`src/qeit_consts.vh`:
```
// Operation
// RULE1: four independent 8-bit timers 0 to 3; neighbouring pairs may cascade.
// RULE2: modes: 8-bit interval, 16-bit interval, pulse generation, constant-period pwm.
// RULE3: each timer has up-counter, comparator, compare register; one toggle ff per pair.
// RULE4: prescaler derives divide-by 8, 32, 128 and 2048 ticks from system clock.
// RULE5: prescaler run bit 1 counts; 0 clears and halts the prescaler.
// RULE6: timers 0 and 2 pick div8, div32 or div128; timer 0 also external clock.
// RULE7: cascaded upper counts lower overflow, else div8, div128, div2048 or partner match.
// RULE8: pair mode 01 cascades; mode 00 with upper select 01 counts div8.
// RULE9: reset puts both pair mode fields at 00, 8-bit interval mode.
// RULE10: run register starts or stops and clears each counter; reset stops all.
// RULE11: match when counter equals compare; compare 00 matches on overflow.
// RULE12: timers 0 and 2 compare registers double buffered; enable bit resets to 0.
// RULE13: buffered value loads at pwm period overflow or pulse-generation period end.
// RULE14: one address; write sets both when buffering off, only buffer when on.
// RULE15: compare registers write-only, read as nothing, indeterminate after reset.
// RULE16: software writes compare, then enables buffering, then writes next value.
// RULE17: match clears counter, raises timer interrupt, inverts toggle ff if enabled.
// RULE18: toggle control field 00 inverts, 10 clears, 01 sets output flip-flop.
// RULE19: cascaded: lower compare write disables comparator until upper compare written.
// RULE20: cascaded: only simultaneous match clears both, raises upper interrupt, toggles.
// RULE21: running counter increments once per rising edge of its selected clock.
`ifndef QEIT_CONSTS_VH
`define QEIT_CONSTS_VH

// register offsets
`define QEIT_OFF_RUN       8'h20
`define QEIT_OFF_CMP0      8'h22
`define QEIT_OFF_CMP1      8'h23
`define QEIT_OFF_MODE_A    8'h24
`define QEIT_OFF_MODE_B    8'h25
`define QEIT_OFF_CMP2      8'h26
`define QEIT_OFF_CMP3      8'h27
`define QEIT_OFF_TFFC      8'h28
`define QEIT_OFF_DBUF      8'h29
`define QEIT_OFF_STATUS    8'h2a
`define QEIT_OFF_CNT0      8'h2c
`define QEIT_OFF_CNT1      8'h2d
`define QEIT_OFF_CNT2      8'h2e
`define QEIT_OFF_CNT3      8'h2f

// reset values
`define QEIT_RST_RUN       8'h00
`define QEIT_RST_MODE      8'h00
`define QEIT_RST_TFFC      8'h00
`define QEIT_RST_DBUF      2'h0

// field positions
`define QEIT_RUN_PRE_BIT   7
`define QEIT_MODE_PM_HI    7
`define QEIT_MODE_PM_LO    6
`define QEIT_MODE_PW_HI    5
`define QEIT_MODE_PW_LO    4
`define QEIT_MODE_US_HI    3
`define QEIT_MODE_US_LO    2
`define QEIT_MODE_LS_HI    1
`define QEIT_MODE_LS_LO    0
`define QEIT_TFFC_B_BASE   4
`define QEIT_TFFC_EN_OFS   2
`define QEIT_TFFC_SRC_OFS  3

// pair mode codes
`define QEIT_PM_8BIT       2'h0
`define QEIT_PM_16BIT      2'h1
`define QEIT_PM_PPG        2'h2
`define QEIT_PM_PWM        2'h3

// toggle control codes
`define QEIT_TFF_INVERT    2'h0
`define QEIT_TFF_SET       2'h1
`define QEIT_TFF_CLEAR     2'h2
`define QEIT_TFF_KEEP      2'h3

// prescaler: 2-bit predivider followed by 9-bit prescaler, tick terminal counts
`define QEIT_PRE_W         11
`define QEIT_DIV8_TERM     3'h7
`define QEIT_DIV32_TERM    5'h1f
`define QEIT_DIV128_TERM   7'h7f
`define QEIT_DIV2048_TERM  11'h7ff

// pwm period masks (2^6, 2^7, 2^8)
`define QEIT_PWM_MASK6     8'h3f
`define QEIT_PWM_MASK7     8'h7f
`define QEIT_PWM_MASK8     8'hff

`endif

```
`src/qeit_prescale.v`:
```
`timescale 1ns/1ps
`default_nettype none
`include "qeit_consts.vh"

module qeit_prescale (
	// clock and reset
	input  wire clk,
	input  wire rst_n,
	// control
	input  wire run,
	// divided ticks, one cycle each
	output wire tick_div8,
	output wire tick_div32,
	output wire tick_div128,
	output wire tick_div2048
);

	reg [`QEIT_PRE_W-1:0] cnt_q;

	// stopping clears the count so every restart begins a full period
	always @(posedge clk or negedge rst_n) begin
		if (!rst_n) begin
			cnt_q <= {`QEIT_PRE_W{1'b0}};
		end else if (!run) begin
			cnt_q <= {`QEIT_PRE_W{1'b0}}; // RULE5
		end else begin
			cnt_q <= cnt_q + {{(`QEIT_PRE_W-1){1'b0}}, 1'b1}; // RULE5
		end
	end

	// a tick marks the cycle before the tap bit falls
	assign tick_div8    = run && (cnt_q[2:0] == `QEIT_DIV8_TERM); // RULE4
	assign tick_div32   = run && (cnt_q[4:0] == `QEIT_DIV32_TERM); // RULE4
	assign tick_div128  = run && (cnt_q[6:0] == `QEIT_DIV128_TERM); // RULE4
	assign tick_div2048 = run && (cnt_q == `QEIT_DIV2048_TERM); // RULE4

endmodule // qeit_prescale
`default_nettype wire

```
`src/qeit_upcount.v`:
```
`timescale 1ns/1ps
`default_nettype none

module qeit_upcount #(
	parameter W = 8
) (
	// clock and reset
	input  wire         clk,
	input  wire         rst_n,
	// control
	input  wire         clr,
	input  wire         inc,
	// state
	output reg  [W-1:0] cnt_q,
	output wire [W-1:0] cnt_next,
	output wire         ovf
);

	// value the counter takes if not cleared; comparators look ahead at it
	assign cnt_next = inc ? (cnt_q + {{(W-1){1'b0}}, 1'b1}) : cnt_q;
	assign ovf      = inc && (&cnt_q);

	// clear beats increment, so a match restarts the period at zero
	always @(posedge clk or negedge rst_n) begin
		if (!rst_n) begin
			cnt_q <= {W{1'b0}}; // RULE10
		end else if (clr) begin
			cnt_q <= {W{1'b0}}; // RULE10
		end else if (inc) begin
			cnt_q <= cnt_next; // RULE21
		end
	end

endmodule // qeit_upcount
`default_nettype wire

```
`src/qeit_top.v`:
```
`timescale 1ns/1ps
`default_nettype none
`include "qeit_consts.vh"

module qeit_top (
	// clock and reset
	input  wire       CORE_CLK,
	input  wire       NRST,
	// register port
	input  wire [7:0] REG_ADDR,
	input  wire [7:0] REG_WDATA,
	input  wire       REG_WR,
	input  wire       REG_RD,
	output reg  [7:0] REG_RDATA,
	// external count clock for timer 0
	input  wire       EXT_COUNT_CLOCK_IN,
	// pair outputs
	output wire       TOGGLE_OUT_PAIR_A,
	output wire       TOGGLE_OUT_PAIR_B,
	// per-timer interrupt pulses, upper_timer_irq is bit 1 for pair a and bit 3 for pair b
	output wire [3:0] TIMER_IRQ
);

	// pick one of four tick sources by a 2-bit select
	function sel4;
		input [1:0] sel;
		input       s0;
		input       s1;
		input       s2;
		input       s3;
		begin
			case (sel)
				2'h0:    sel4 = s0;
				2'h1:    sel4 = s1;
				2'h2:    sel4 = s2;
				default: sel4 = s3;
			endcase
		end
	endfunction

	// pwm period mask from the width select; 00 and 01 both give 2^6
	function [7:0] pwm_mask;
		input [1:0] sel;
		begin
			case (sel)
				2'h2:    pwm_mask = `QEIT_PWM_MASK7;
				2'h3:    pwm_mask = `QEIT_PWM_MASK8;
				default: pwm_mask = `QEIT_PWM_MASK6;
			endcase
		end
	endfunction

	// control registers
	reg  [7:0] run_control_reg_q;
	reg  [7:0] pair_a_mode_reg_q;
	reg  [7:0] pair_b_mode_reg_q;
	reg  [7:0] toggle_ff_control_reg_q;
	reg  [1:0] double_buffer_control_reg_q;
	reg        ext_q;

	// shared state gathered from both pairs
	wire [1:0]  toggle_out;
	wire [1:0]  cmp_hold;
	wire [31:0] cnt_all;
	wire        ext_rise;
	wire        prescale_div8;
	wire        prescale_div32;
	wire        prescale_div128;
	wire        prescale_div2048;
	wire        wr_tffc;

	assign wr_tffc = REG_WR && (REG_ADDR == `QEIT_OFF_TFFC);

	// control register writes
	always @(posedge CORE_CLK or negedge NRST) begin
		if (!NRST) begin
			run_control_reg_q           <= `QEIT_RST_RUN; // RULE10
			pair_a_mode_reg_q           <= `QEIT_RST_MODE; // RULE9
			pair_b_mode_reg_q           <= `QEIT_RST_MODE; // RULE9
			toggle_ff_control_reg_q     <= `QEIT_RST_TFFC;
			double_buffer_control_reg_q <= `QEIT_RST_DBUF; // RULE12
		end else if (REG_WR) begin
			case (REG_ADDR)
				`QEIT_OFF_RUN:    run_control_reg_q <= REG_WDATA;
				`QEIT_OFF_MODE_A: pair_a_mode_reg_q <= REG_WDATA;
				`QEIT_OFF_MODE_B: pair_b_mode_reg_q <= REG_WDATA;
				`QEIT_OFF_TFFC:   toggle_ff_control_reg_q <= REG_WDATA;
				`QEIT_OFF_DBUF:   double_buffer_control_reg_q <= REG_WDATA[1:0]; // RULE12
				default:          run_control_reg_q <= run_control_reg_q;
			endcase
		end
	end

	// the pin is already synchronous, so one flop is enough for edge detection
	always @(posedge CORE_CLK or negedge NRST) begin
		if (!NRST) begin
			ext_q <= 1'b0;
		end else begin
			ext_q <= EXT_COUNT_CLOCK_IN;
		end
	end

	assign ext_rise = EXT_COUNT_CLOCK_IN && !ext_q; // RULE21

	qeit_prescale u_prescale (
		.clk          (CORE_CLK),
		.rst_n        (NRST),
		.run          (run_control_reg_q[`QEIT_RUN_PRE_BIT]),
		.tick_div8    (prescale_div8),
		.tick_div32   (prescale_div32),
		.tick_div128  (prescale_div128),
		.tick_div2048 (prescale_div2048)
	);

	genvar g;
	generate
		for (g = 0; g < 2; g = g + 1) begin : pair // RULE1
			wire [7:0] mode;
			wire [1:0] pm;
			wire [3:0] tctl;
			wire       dbe;
			wire       run_lo;
			wire       run_hi;
			wire       tick_lo;
			wire       tick_hi;
			wire       inc_lo;
			wire       inc_hi;
			wire [7:0] cnt_lo;
			wire [7:0] cnt_hi;
			wire [7:0] nxt_lo;
			wire [7:0] nxt_hi;
			wire       ovf_lo;
			wire       eq_lo;
			wire       eq_hi;
			wire       lo_match;
			wire       hi_match;
			wire       both_match;
			wire       ppg_end;
			wire       pwm_end;
			wire       wr_lo;
			wire       wr_hi;
			reg        clr_lo;
			reg        clr_hi;
			reg        tog_evt;
			reg        irq_lo;
			reg        irq_hi;
			reg        xfer;
			reg  [7:0] cmp_lo_q;
			reg  [7:0] buf_lo_q;
			reg  [7:0] cmp_hi_q;
			reg        hold_q;
			reg        tff_q;
			reg        irq_lo_q;
			reg        irq_hi_q;

			assign mode   = (g == 0) ? pair_a_mode_reg_q : pair_b_mode_reg_q;
			assign pm     = mode[`QEIT_MODE_PM_HI:`QEIT_MODE_PM_LO];
			assign tctl   = toggle_ff_control_reg_q[g*4+3:g*4];
			assign dbe    = double_buffer_control_reg_q[g];
			assign run_lo = run_control_reg_q[2*g];
			assign run_hi = run_control_reg_q[2*g+1];
			assign wr_lo  = REG_WR && (REG_ADDR == ((g == 0) ? `QEIT_OFF_CMP0 : `QEIT_OFF_CMP2));
			assign wr_hi  = REG_WR && (REG_ADDR == ((g == 0) ? `QEIT_OFF_CMP1 : `QEIT_OFF_CMP3));

			// lower clock; select 00 is the pin on pair a and no clock on pair b
			assign tick_lo = sel4(mode[`QEIT_MODE_LS_HI:`QEIT_MODE_LS_LO],
				(g == 0) ? ext_rise : 1'b0,
				prescale_div8, prescale_div32, prescale_div128); // RULE6
			assign inc_lo = run_lo && tick_lo; // RULE21

			qeit_upcount #(.W(8)) u_lo (
				.clk      (CORE_CLK),
				.rst_n    (NRST),
				.clr      (clr_lo),
				.inc      (inc_lo),
				.cnt_q    (cnt_lo),
				.cnt_next (nxt_lo),
				.ovf      (ovf_lo)
			);

			// comparators look at the next value so the period equals the compare value;
			// compare 00 matches exactly when the counter wraps
			assign eq_lo    = (nxt_lo == cmp_lo_q); // RULE11
			assign eq_hi    = (nxt_hi == cmp_hi_q); // RULE11
			assign lo_match = inc_lo && eq_lo && !hold_q; // RULE19
			assign ppg_end  = inc_lo && (nxt_lo == cmp_hi_q);
			assign pwm_end  = inc_lo && ((cnt_lo & pwm_mask(mode[`QEIT_MODE_PW_HI:`QEIT_MODE_PW_LO]))
				== pwm_mask(mode[`QEIT_MODE_PW_HI:`QEIT_MODE_PW_LO]));

			// upper clock: lower overflow when cascaded, else a selectable source
			assign tick_hi = (pm == `QEIT_PM_16BIT) ? ovf_lo : // RULE7
				sel4(mode[`QEIT_MODE_US_HI:`QEIT_MODE_US_LO], lo_match,
				prescale_div8, prescale_div128, prescale_div2048); // RULE8
			assign inc_hi = run_hi && tick_hi && ((pm == `QEIT_PM_8BIT) || (pm == `QEIT_PM_16BIT));

			qeit_upcount #(.W(8)) u_hi (
				.clk      (CORE_CLK),
				.rst_n    (NRST),
				.clr      (clr_hi),
				.inc      (inc_hi),
				.cnt_q    (cnt_hi),
				.cnt_next (nxt_hi),
				.ovf      ()
			);

			assign hi_match   = inc_hi && eq_hi; // RULE11
			assign both_match = inc_lo && eq_lo && eq_hi && !hold_q; // RULE20

			// per-mode clearing, toggling, interrupts and buffer transfer
			always @* begin
				clr_lo  = !run_lo; // RULE10
				clr_hi  = !run_hi; // RULE10
				tog_evt = 1'b0;
				irq_lo  = 1'b0;
				irq_hi  = 1'b0;
				xfer    = 1'b0;
				case (pm) // RULE2
					`QEIT_PM_8BIT: begin
						clr_lo  = !run_lo || lo_match; // RULE17
						clr_hi  = !run_hi || hi_match; // RULE17
						irq_lo  = lo_match; // RULE17
						irq_hi  = hi_match; // RULE17
						tog_evt = tctl[`QEIT_TFFC_SRC_OFS] ? hi_match : lo_match; // RULE17
					end
					`QEIT_PM_16BIT: begin
						clr_lo  = !run_lo || both_match; // RULE20
						clr_hi  = !run_hi || both_match; // RULE20
						irq_hi  = both_match; // RULE20
						tog_evt = both_match; // RULE20
					end
					`QEIT_PM_PPG: begin
						clr_lo  = !run_lo || ppg_end;
						clr_hi  = 1'b1;
						irq_lo  = lo_match;
						tog_evt = lo_match ^ ppg_end; // coincident edges cancel
						xfer    = ppg_end; // RULE13
					end
					`QEIT_PM_PWM: begin
						clr_lo  = !run_lo || pwm_end;
						clr_hi  = 1'b1;
						irq_lo  = lo_match;
						tog_evt = lo_match ^ pwm_end;
						xfer    = pwm_end; // RULE13
					end
					default: begin
						clr_lo = 1'b1;
						clr_hi = 1'b1;
					end
				endcase
			end

			// compare data carry no reset: their value is undefined until written
			always @(posedge CORE_CLK) begin
				if (wr_lo) begin
					buf_lo_q <= REG_WDATA; // RULE14
				end
				if (wr_lo && !dbe) begin
					cmp_lo_q <= REG_WDATA; // RULE14
				end else if (dbe && xfer) begin
					cmp_lo_q <= buf_lo_q; // RULE13
				end
				if (wr_hi) begin
					cmp_hi_q <= REG_WDATA; // RULE15
				end
			end

			// lower write parks the cascaded comparator until the upper half lands
			always @(posedge CORE_CLK or negedge NRST) begin
				if (!NRST) begin
					hold_q <= 1'b0;
				end else if (wr_hi) begin
					hold_q <= 1'b0; // RULE19
				end else if (wr_lo && (pm == `QEIT_PM_16BIT)) begin
					hold_q <= 1'b1; // RULE19
				end
			end

			// software action wins over a same-cycle hardware toggle
			always @(posedge CORE_CLK or negedge NRST) begin
				if (!NRST) begin
					tff_q <= 1'b0;
				end else if (wr_tffc && (REG_WDATA[g*4+1:g*4] != `QEIT_TFF_KEEP)) begin
					case (REG_WDATA[g*4+1:g*4])
						`QEIT_TFF_INVERT: tff_q <= !tff_q; // RULE18
						`QEIT_TFF_SET:    tff_q <= 1'b1; // RULE18
						default:          tff_q <= 1'b0; // RULE18
					endcase
				end else if (tog_evt && tctl[`QEIT_TFFC_EN_OFS]) begin
					tff_q <= !tff_q; // RULE17
				end
			end

			// interrupt pulses leave through flops, one cycle after the match
			always @(posedge CORE_CLK or negedge NRST) begin
				if (!NRST) begin
					irq_lo_q <= 1'b0;
					irq_hi_q <= 1'b0;
				end else begin
					irq_lo_q <= irq_lo; // RULE17
					irq_hi_q <= irq_hi; // RULE20
				end
			end

			assign toggle_out[g]            = tff_q; // RULE3
			assign cmp_hold[g]              = hold_q;
			assign TIMER_IRQ[2*g]           = irq_lo_q;
			assign TIMER_IRQ[2*g+1]         = irq_hi_q;
			assign cnt_all[16*g+7:16*g]     = cnt_lo;
			assign cnt_all[16*g+15:16*g+8]  = cnt_hi;
		end
	endgenerate

	assign TOGGLE_OUT_PAIR_A = toggle_out[0];
	assign TOGGLE_OUT_PAIR_B = toggle_out[1];

	// read data stand one cycle only; compare registers and unmapped offsets give zero
	always @(posedge CORE_CLK or negedge NRST) begin
		if (!NRST) begin
			REG_RDATA <= 8'h00;
		end else if (REG_RD) begin
			case (REG_ADDR)
				`QEIT_OFF_RUN:    REG_RDATA <= run_control_reg_q;
				`QEIT_OFF_MODE_A: REG_RDATA <= pair_a_mode_reg_q;
				`QEIT_OFF_MODE_B: REG_RDATA <= pair_b_mode_reg_q;
				// control fields are actions, so they read back as no-change
				`QEIT_OFF_TFFC:   REG_RDATA <= toggle_ff_control_reg_q | 8'h33;
				`QEIT_OFF_DBUF:   REG_RDATA <= {6'h00, double_buffer_control_reg_q};
				`QEIT_OFF_STATUS: REG_RDATA <= {toggle_out, cmp_hold, run_control_reg_q[3:0]};
				`QEIT_OFF_CNT0:   REG_RDATA <= cnt_all[7:0];
				`QEIT_OFF_CNT1:   REG_RDATA <= cnt_all[15:8];
				`QEIT_OFF_CNT2:   REG_RDATA <= cnt_all[23:16];
				`QEIT_OFF_CNT3:   REG_RDATA <= cnt_all[31:24];
				default:          REG_RDATA <= 8'h00; // RULE15
			endcase
		end else begin
			REG_RDATA <= 8'h00;
		end
	end

endmodule // qeit_top
`default_nettype wire

```
`config.mk`:
```
export PLATFORM = sky130hd
export DESIGN_NAME = qeit_top
export DESIGN_NICKNAME = d
export VERILOG_FILES = /design/src/qeit_prescale.v /design/src/qeit_upcount.v /design/src/qeit_top.v
export VERILOG_INCLUDE_DIRS = /design/src
export SDC_FILE = /design/constraint.sdc
export NUM_CORES = 1
export LEC_CHECK = 0
export ABC_AREA = 1
export BUFFER_PORTS_ARGS = -buffer_cell sky130_fd_sc_hd__buf_4
export CORE_MARGIN = 2
export CORE_UTILIZATION = 39
export DETAILED_ROUTE_END_ITERATION = 7
export PLACE_DENSITY = 0.54
export SYNTH_ARGS = -nofsm -noshare
export SYNTH_HDL_FRONTEND = slang
export SYNTH_SLANG_ARGS = --single-unit
```
`constraint.sdc`:
```
create_clock -name CORE_CLK -period 4.5 [get_ports CORE_CLK]
set_input_delay 0.225 -clock CORE_CLK [delete_from_list [all_inputs] [get_ports CORE_CLK]]
set_output_delay 0.225 -clock CORE_CLK [all_outputs]
set_load 0.005 [all_outputs]
```
==> metrics.md <==
| Metric | Value |
|---|---|
| Clock sink count | 138 |
| Yosys top cell area share | 28.0% |
| Final Hold Fails | 0 |
| Synth cell types | 48 |
| Chip Width | 148 um |
| FP Rows | 52 |
| CP most frequent cell | nand2_1 |
| # port buffers | 34 |
| Final Net Count | 1105 |
| Post-synthesis sequential area ratio | 45.8% |
| Top-level I/O count | 35 |
| Syn Area/Cell | 7.79 um^2 |
| Mux share of post-synthesis cell area | 0% |
| Seq cells post-synth | 138 |
| Post-Syn Area | 8060 um^2 |
| Top cells by area, synth | dfrtp_1, edfxtp_1, nand2_1 |
| Die Y | 148 um |
| XOR/XNOR share of the synthesized area | 3.15% |
| Fill cells | 2012 |
| Fin. max-slew vios | 0 |
| Status | finished, final reports clean |
| R2R cell count | 30 |
| Post-synthesis simple-gate area fraction | 30.7% |
| Total power | 3.03 mW |
| Synthesized net count | 1062 |
| Type of origin of the critical path | flop |
| Routed vias | 7138 |
| Wirelength per Cell | 18.3 um |
| Inserted Clock Buffers | 17 |
| Worst path slowest cell | dfrtp_1 |
| Clock Latency Late Sink | 0.43 ns |
| EDFF count, synth | 48 |
| CTS Buffer Depth | 2 |
| Post-synth top flop | dfrtp_1 |
| Pwr dens | 328 nW/um^2 |
| Area occupied by multi-input gates | 3650 um^2 |
| # setup viols final | 0 |
| Share of cells above drive strength 1 | 11.7% |
| Rel. slew slack | 40.3% |
| Initial antenna violation count | 0 |
| Vias in the first global route | 6490 |
| Largest net degree at the start of global routing | 61 |
| Clock Skews | 0.00709 ns |
| Area grow syn2layout | 14.7% |
| Actual slew at the worst max-slew pin | 0.892 ns |
| Crit path DAT | 4.30 ns |
| Drt first pass iters | 6 |
| Number of DRC markers in iteration 0 | 698 |
| CTS tree | built |
| Post-route minimum period | 3.99 ns |
| Main combinational cell family by area after synthesis | simple AND/OR/NAND/NOR gates |
| Cell count of the worst hold path | 1 |
| Worst Hold End | pair[0].cmp_hi_q[6]$_DFFE_PP_ |
| # DRC | 0 |
| Post-Synth Adder-Cell Area | 1.09% |
| Crit Reg-Reg Startpoint | u_prescale.cnt_q[0]$_DFF_PN0_ |
| RR Endpoint | pair[0].u_lo.cnt_q[0]$_DFFE_PN0P_ |
| FF+latch area | 3690 um^2 |
| Htree depth | 4 |
| Unrepaired setup endpoints after global routing | false |
| Worst EP required | 4.82 ns |
| Crit. End Element | flop |
| Routability cong. | 0.931 |
| Vias per cell | 5.25 |
| Yosys Warn Count | 0 |
| Critical Path Start | u_prescale.cnt_q[0]$_DFF_PN0_ |
| First-pass GRT wire length | 38.6 mm |
| Final TNS setup | 0 ns |
| Antenna diode count | 0 |
| FF-to-FF setup slack | 0.51 ns |
| Fin crit share | 88.6% |
| Leak | 4.14 nW |
| DRT antenna net count | 0 |
| Hold Crit Class | input port to flop |
| WL final | 24.8 mm |
| Core area | 20200 um^2 |
| Starting density of the core | 39.8% |
| Worst-path clk slew | 0.07 ns |
| Critical path class | flop to flop |
| Delay of the slowest critical-path stage | 0.39 ns |
| Root Driver | clkbuf_16 |
| GRT Residual Overflow | 0 |
| Worst VDD drop | 0.244 mV |
| Mapped Cells | 1034 |
| HPWL Detailed | 19.0 mm |
| CP Max Fanout | 12 |
| Hold path start | REG_WDATA[6] |
| GRT Total Usage | 23.7% |
| Fmax | 251 MHz |
| Compound-Gate Fraction of Synth Area | 10.2% |
| MaxCap Viol Count | 0 |
| Die area | 21800 um^2 |
| Synth area leader | dfrtp_1 |
| FFs w/ async S/R, synth | 65.2% |
timing repair:
item	CTS	global route
endpoints found under the setup margin	0	33
resized for setup	0	3
buffers inserted	0	0
hold endpoints to repair	60	0
hold buffers	2	0
cells by family after synthesis:
kind of cell / count (synthesis)
XOR/XNOR: 29
adder cells (fa/ha/maj): 7
AO/OA/AOI/OAI: 143
flip-flops: 138
AND/OR/NAND/NOR: 542
buffers and inverters: 175
worst max path at each step:
stage,to,slack [ns],cells past startpoint
finish,pair[0].u_lo.cnt_q[0]$_DFFE_PN0P_,0.51,30
global placement,pair[0].u_lo.cnt_q[0]$_DFFE_PN0P_,0.40,30
global route,pair[0].u_lo.cnt_q[0]$_DFFE_PN0P_,0.009,32
detailed placement,pair[0].u_hi.cnt_q[3]$_DFFE_PN0P_,0.38,29
CTS,pair[0].u_lo.cnt_q[0]$_DFFE_PN0P_,0.34,30
floorplan,pair[0].u_lo.cnt_q[0]$_DFFE_PN0P_,1.11,32
synth_stat cells, drive strengths merged, types with 12 or more instances:
| library cell | n |
|---|---|
| xor2 | 26 |
| a21oi | 33 |
| dfrtp | 90 |
| nand3 | 73 |
| inv | 154 |
| o21ai | 74 |
| nand2 | 306 |
| buf | 12 |
| edfxtp | 48 |
| nand4 | 34 |
| nor3 | 14 |
| nor2 | 99 |
critical path, delay by kind of cell (launching register included):
kind                     cells  cell delay, ns
AND/OR/NAND/NOR             25            2.66
flip-flops                   1            0.39
buffers and inverters        1            0.07
AO/OA/AOI/OAI                2            0.33
adder cells (fa/ha/maj)      2            0.40
flip-flops by register name (all words and copies together), names as in the netlist:
signal,cells
pair.buf_lo_q,16
TOGGLE_OUT_PAIR_A,1
pair.cmp_hi_q,16
pair.irq_lo_q,2
REG_RDATA,8
TOGGLE_OUT_PAIR_B,1
run_control_reg_q,8
pair.u_lo.cnt_q,16
pair.mode,16
pair.cmp_lo_q,16
toggle_ff_control_reg_q,4
double_buffer_control_reg_q,2
pair.irq_hi_q,2
pair.u_hi.cnt_q,16
pair.hold_q,2
u_prescale.cnt_q,11
ext_q,1
power breakdown:
group	switching, mW	total, mW	internal (mW)	leakage, nW
Clock	0.595	1.53	0.939	0.303
Sequential	0.0322	1.35	1.32	1.67
Combinational	0.103	0.148	0.0455	2.17
stage by stage:
stage / util [%] / worst slack, ns / hold WS, ns / instances / area (um^2)
finish: 45.7 / 0.513 / 0.0417 / 1360 / 9240
global route: 45.7 / 0.00906 / 0.0336 / 1360 / 9240
CTS: 45.6 / 0.341 / 0.0367 / 1360 / 9230
detailed placement: 42.4 / 0.380 / 0.348 / 1326 / 8570
global placement: 42.4 / 0.397 / 0.346 / 1326 / 8570
floorplan: - / 1.11 / -0.0706 / 1034 / 8060
cell usage in the layout, fill, tap and decap left out, types with 13 or more instances in the layout:
| master | netlist | final |
|---|---|---|
| nand3_1 | 70 | 69 |
| nor2_2 | 12 | 13 |
| nor2_1 | 85 | 84 |
| xor2_1 | 26 | 26 |
| nand2_1 | 286 | 286 |
| a21oi_1 | 33 | 33 |
| clkbuf_16 | 0 | 17 |
| o21ai_0 | 69 | 69 |
| inv_1 | 149 | 149 |
| nand4_1 | 31 | 31 |
| nor3_1 | 13 | 13 |
| buf_4 | 6 | 42 |
| edfxtp_1 | 48 | 48 |
| dfrtp_1 | 90 | 90 |
| nand2_2 | 13 | 13 |
final cells by class:
type                       instances  share of cell area [%]
clock buffer                      17                    4.61
clock inverter                    15                    2.29
inverter                         155                    6.30
multi-input combinational        721                    39.5
sequential                       138                    40.0
tap                              270                    3.66
timing repair buffer              44                    3.63
layer usage:
metal	global-route usage, %	share of wire [%]	vias to the layer above
met1	36.3	48	3357
met5	0	0	-
met4	7.31	2.0	0
li1	-	-	3498
met3	4.38	7.2	30
met2	33.7	43	253
(Power assumes the default switching activity.)
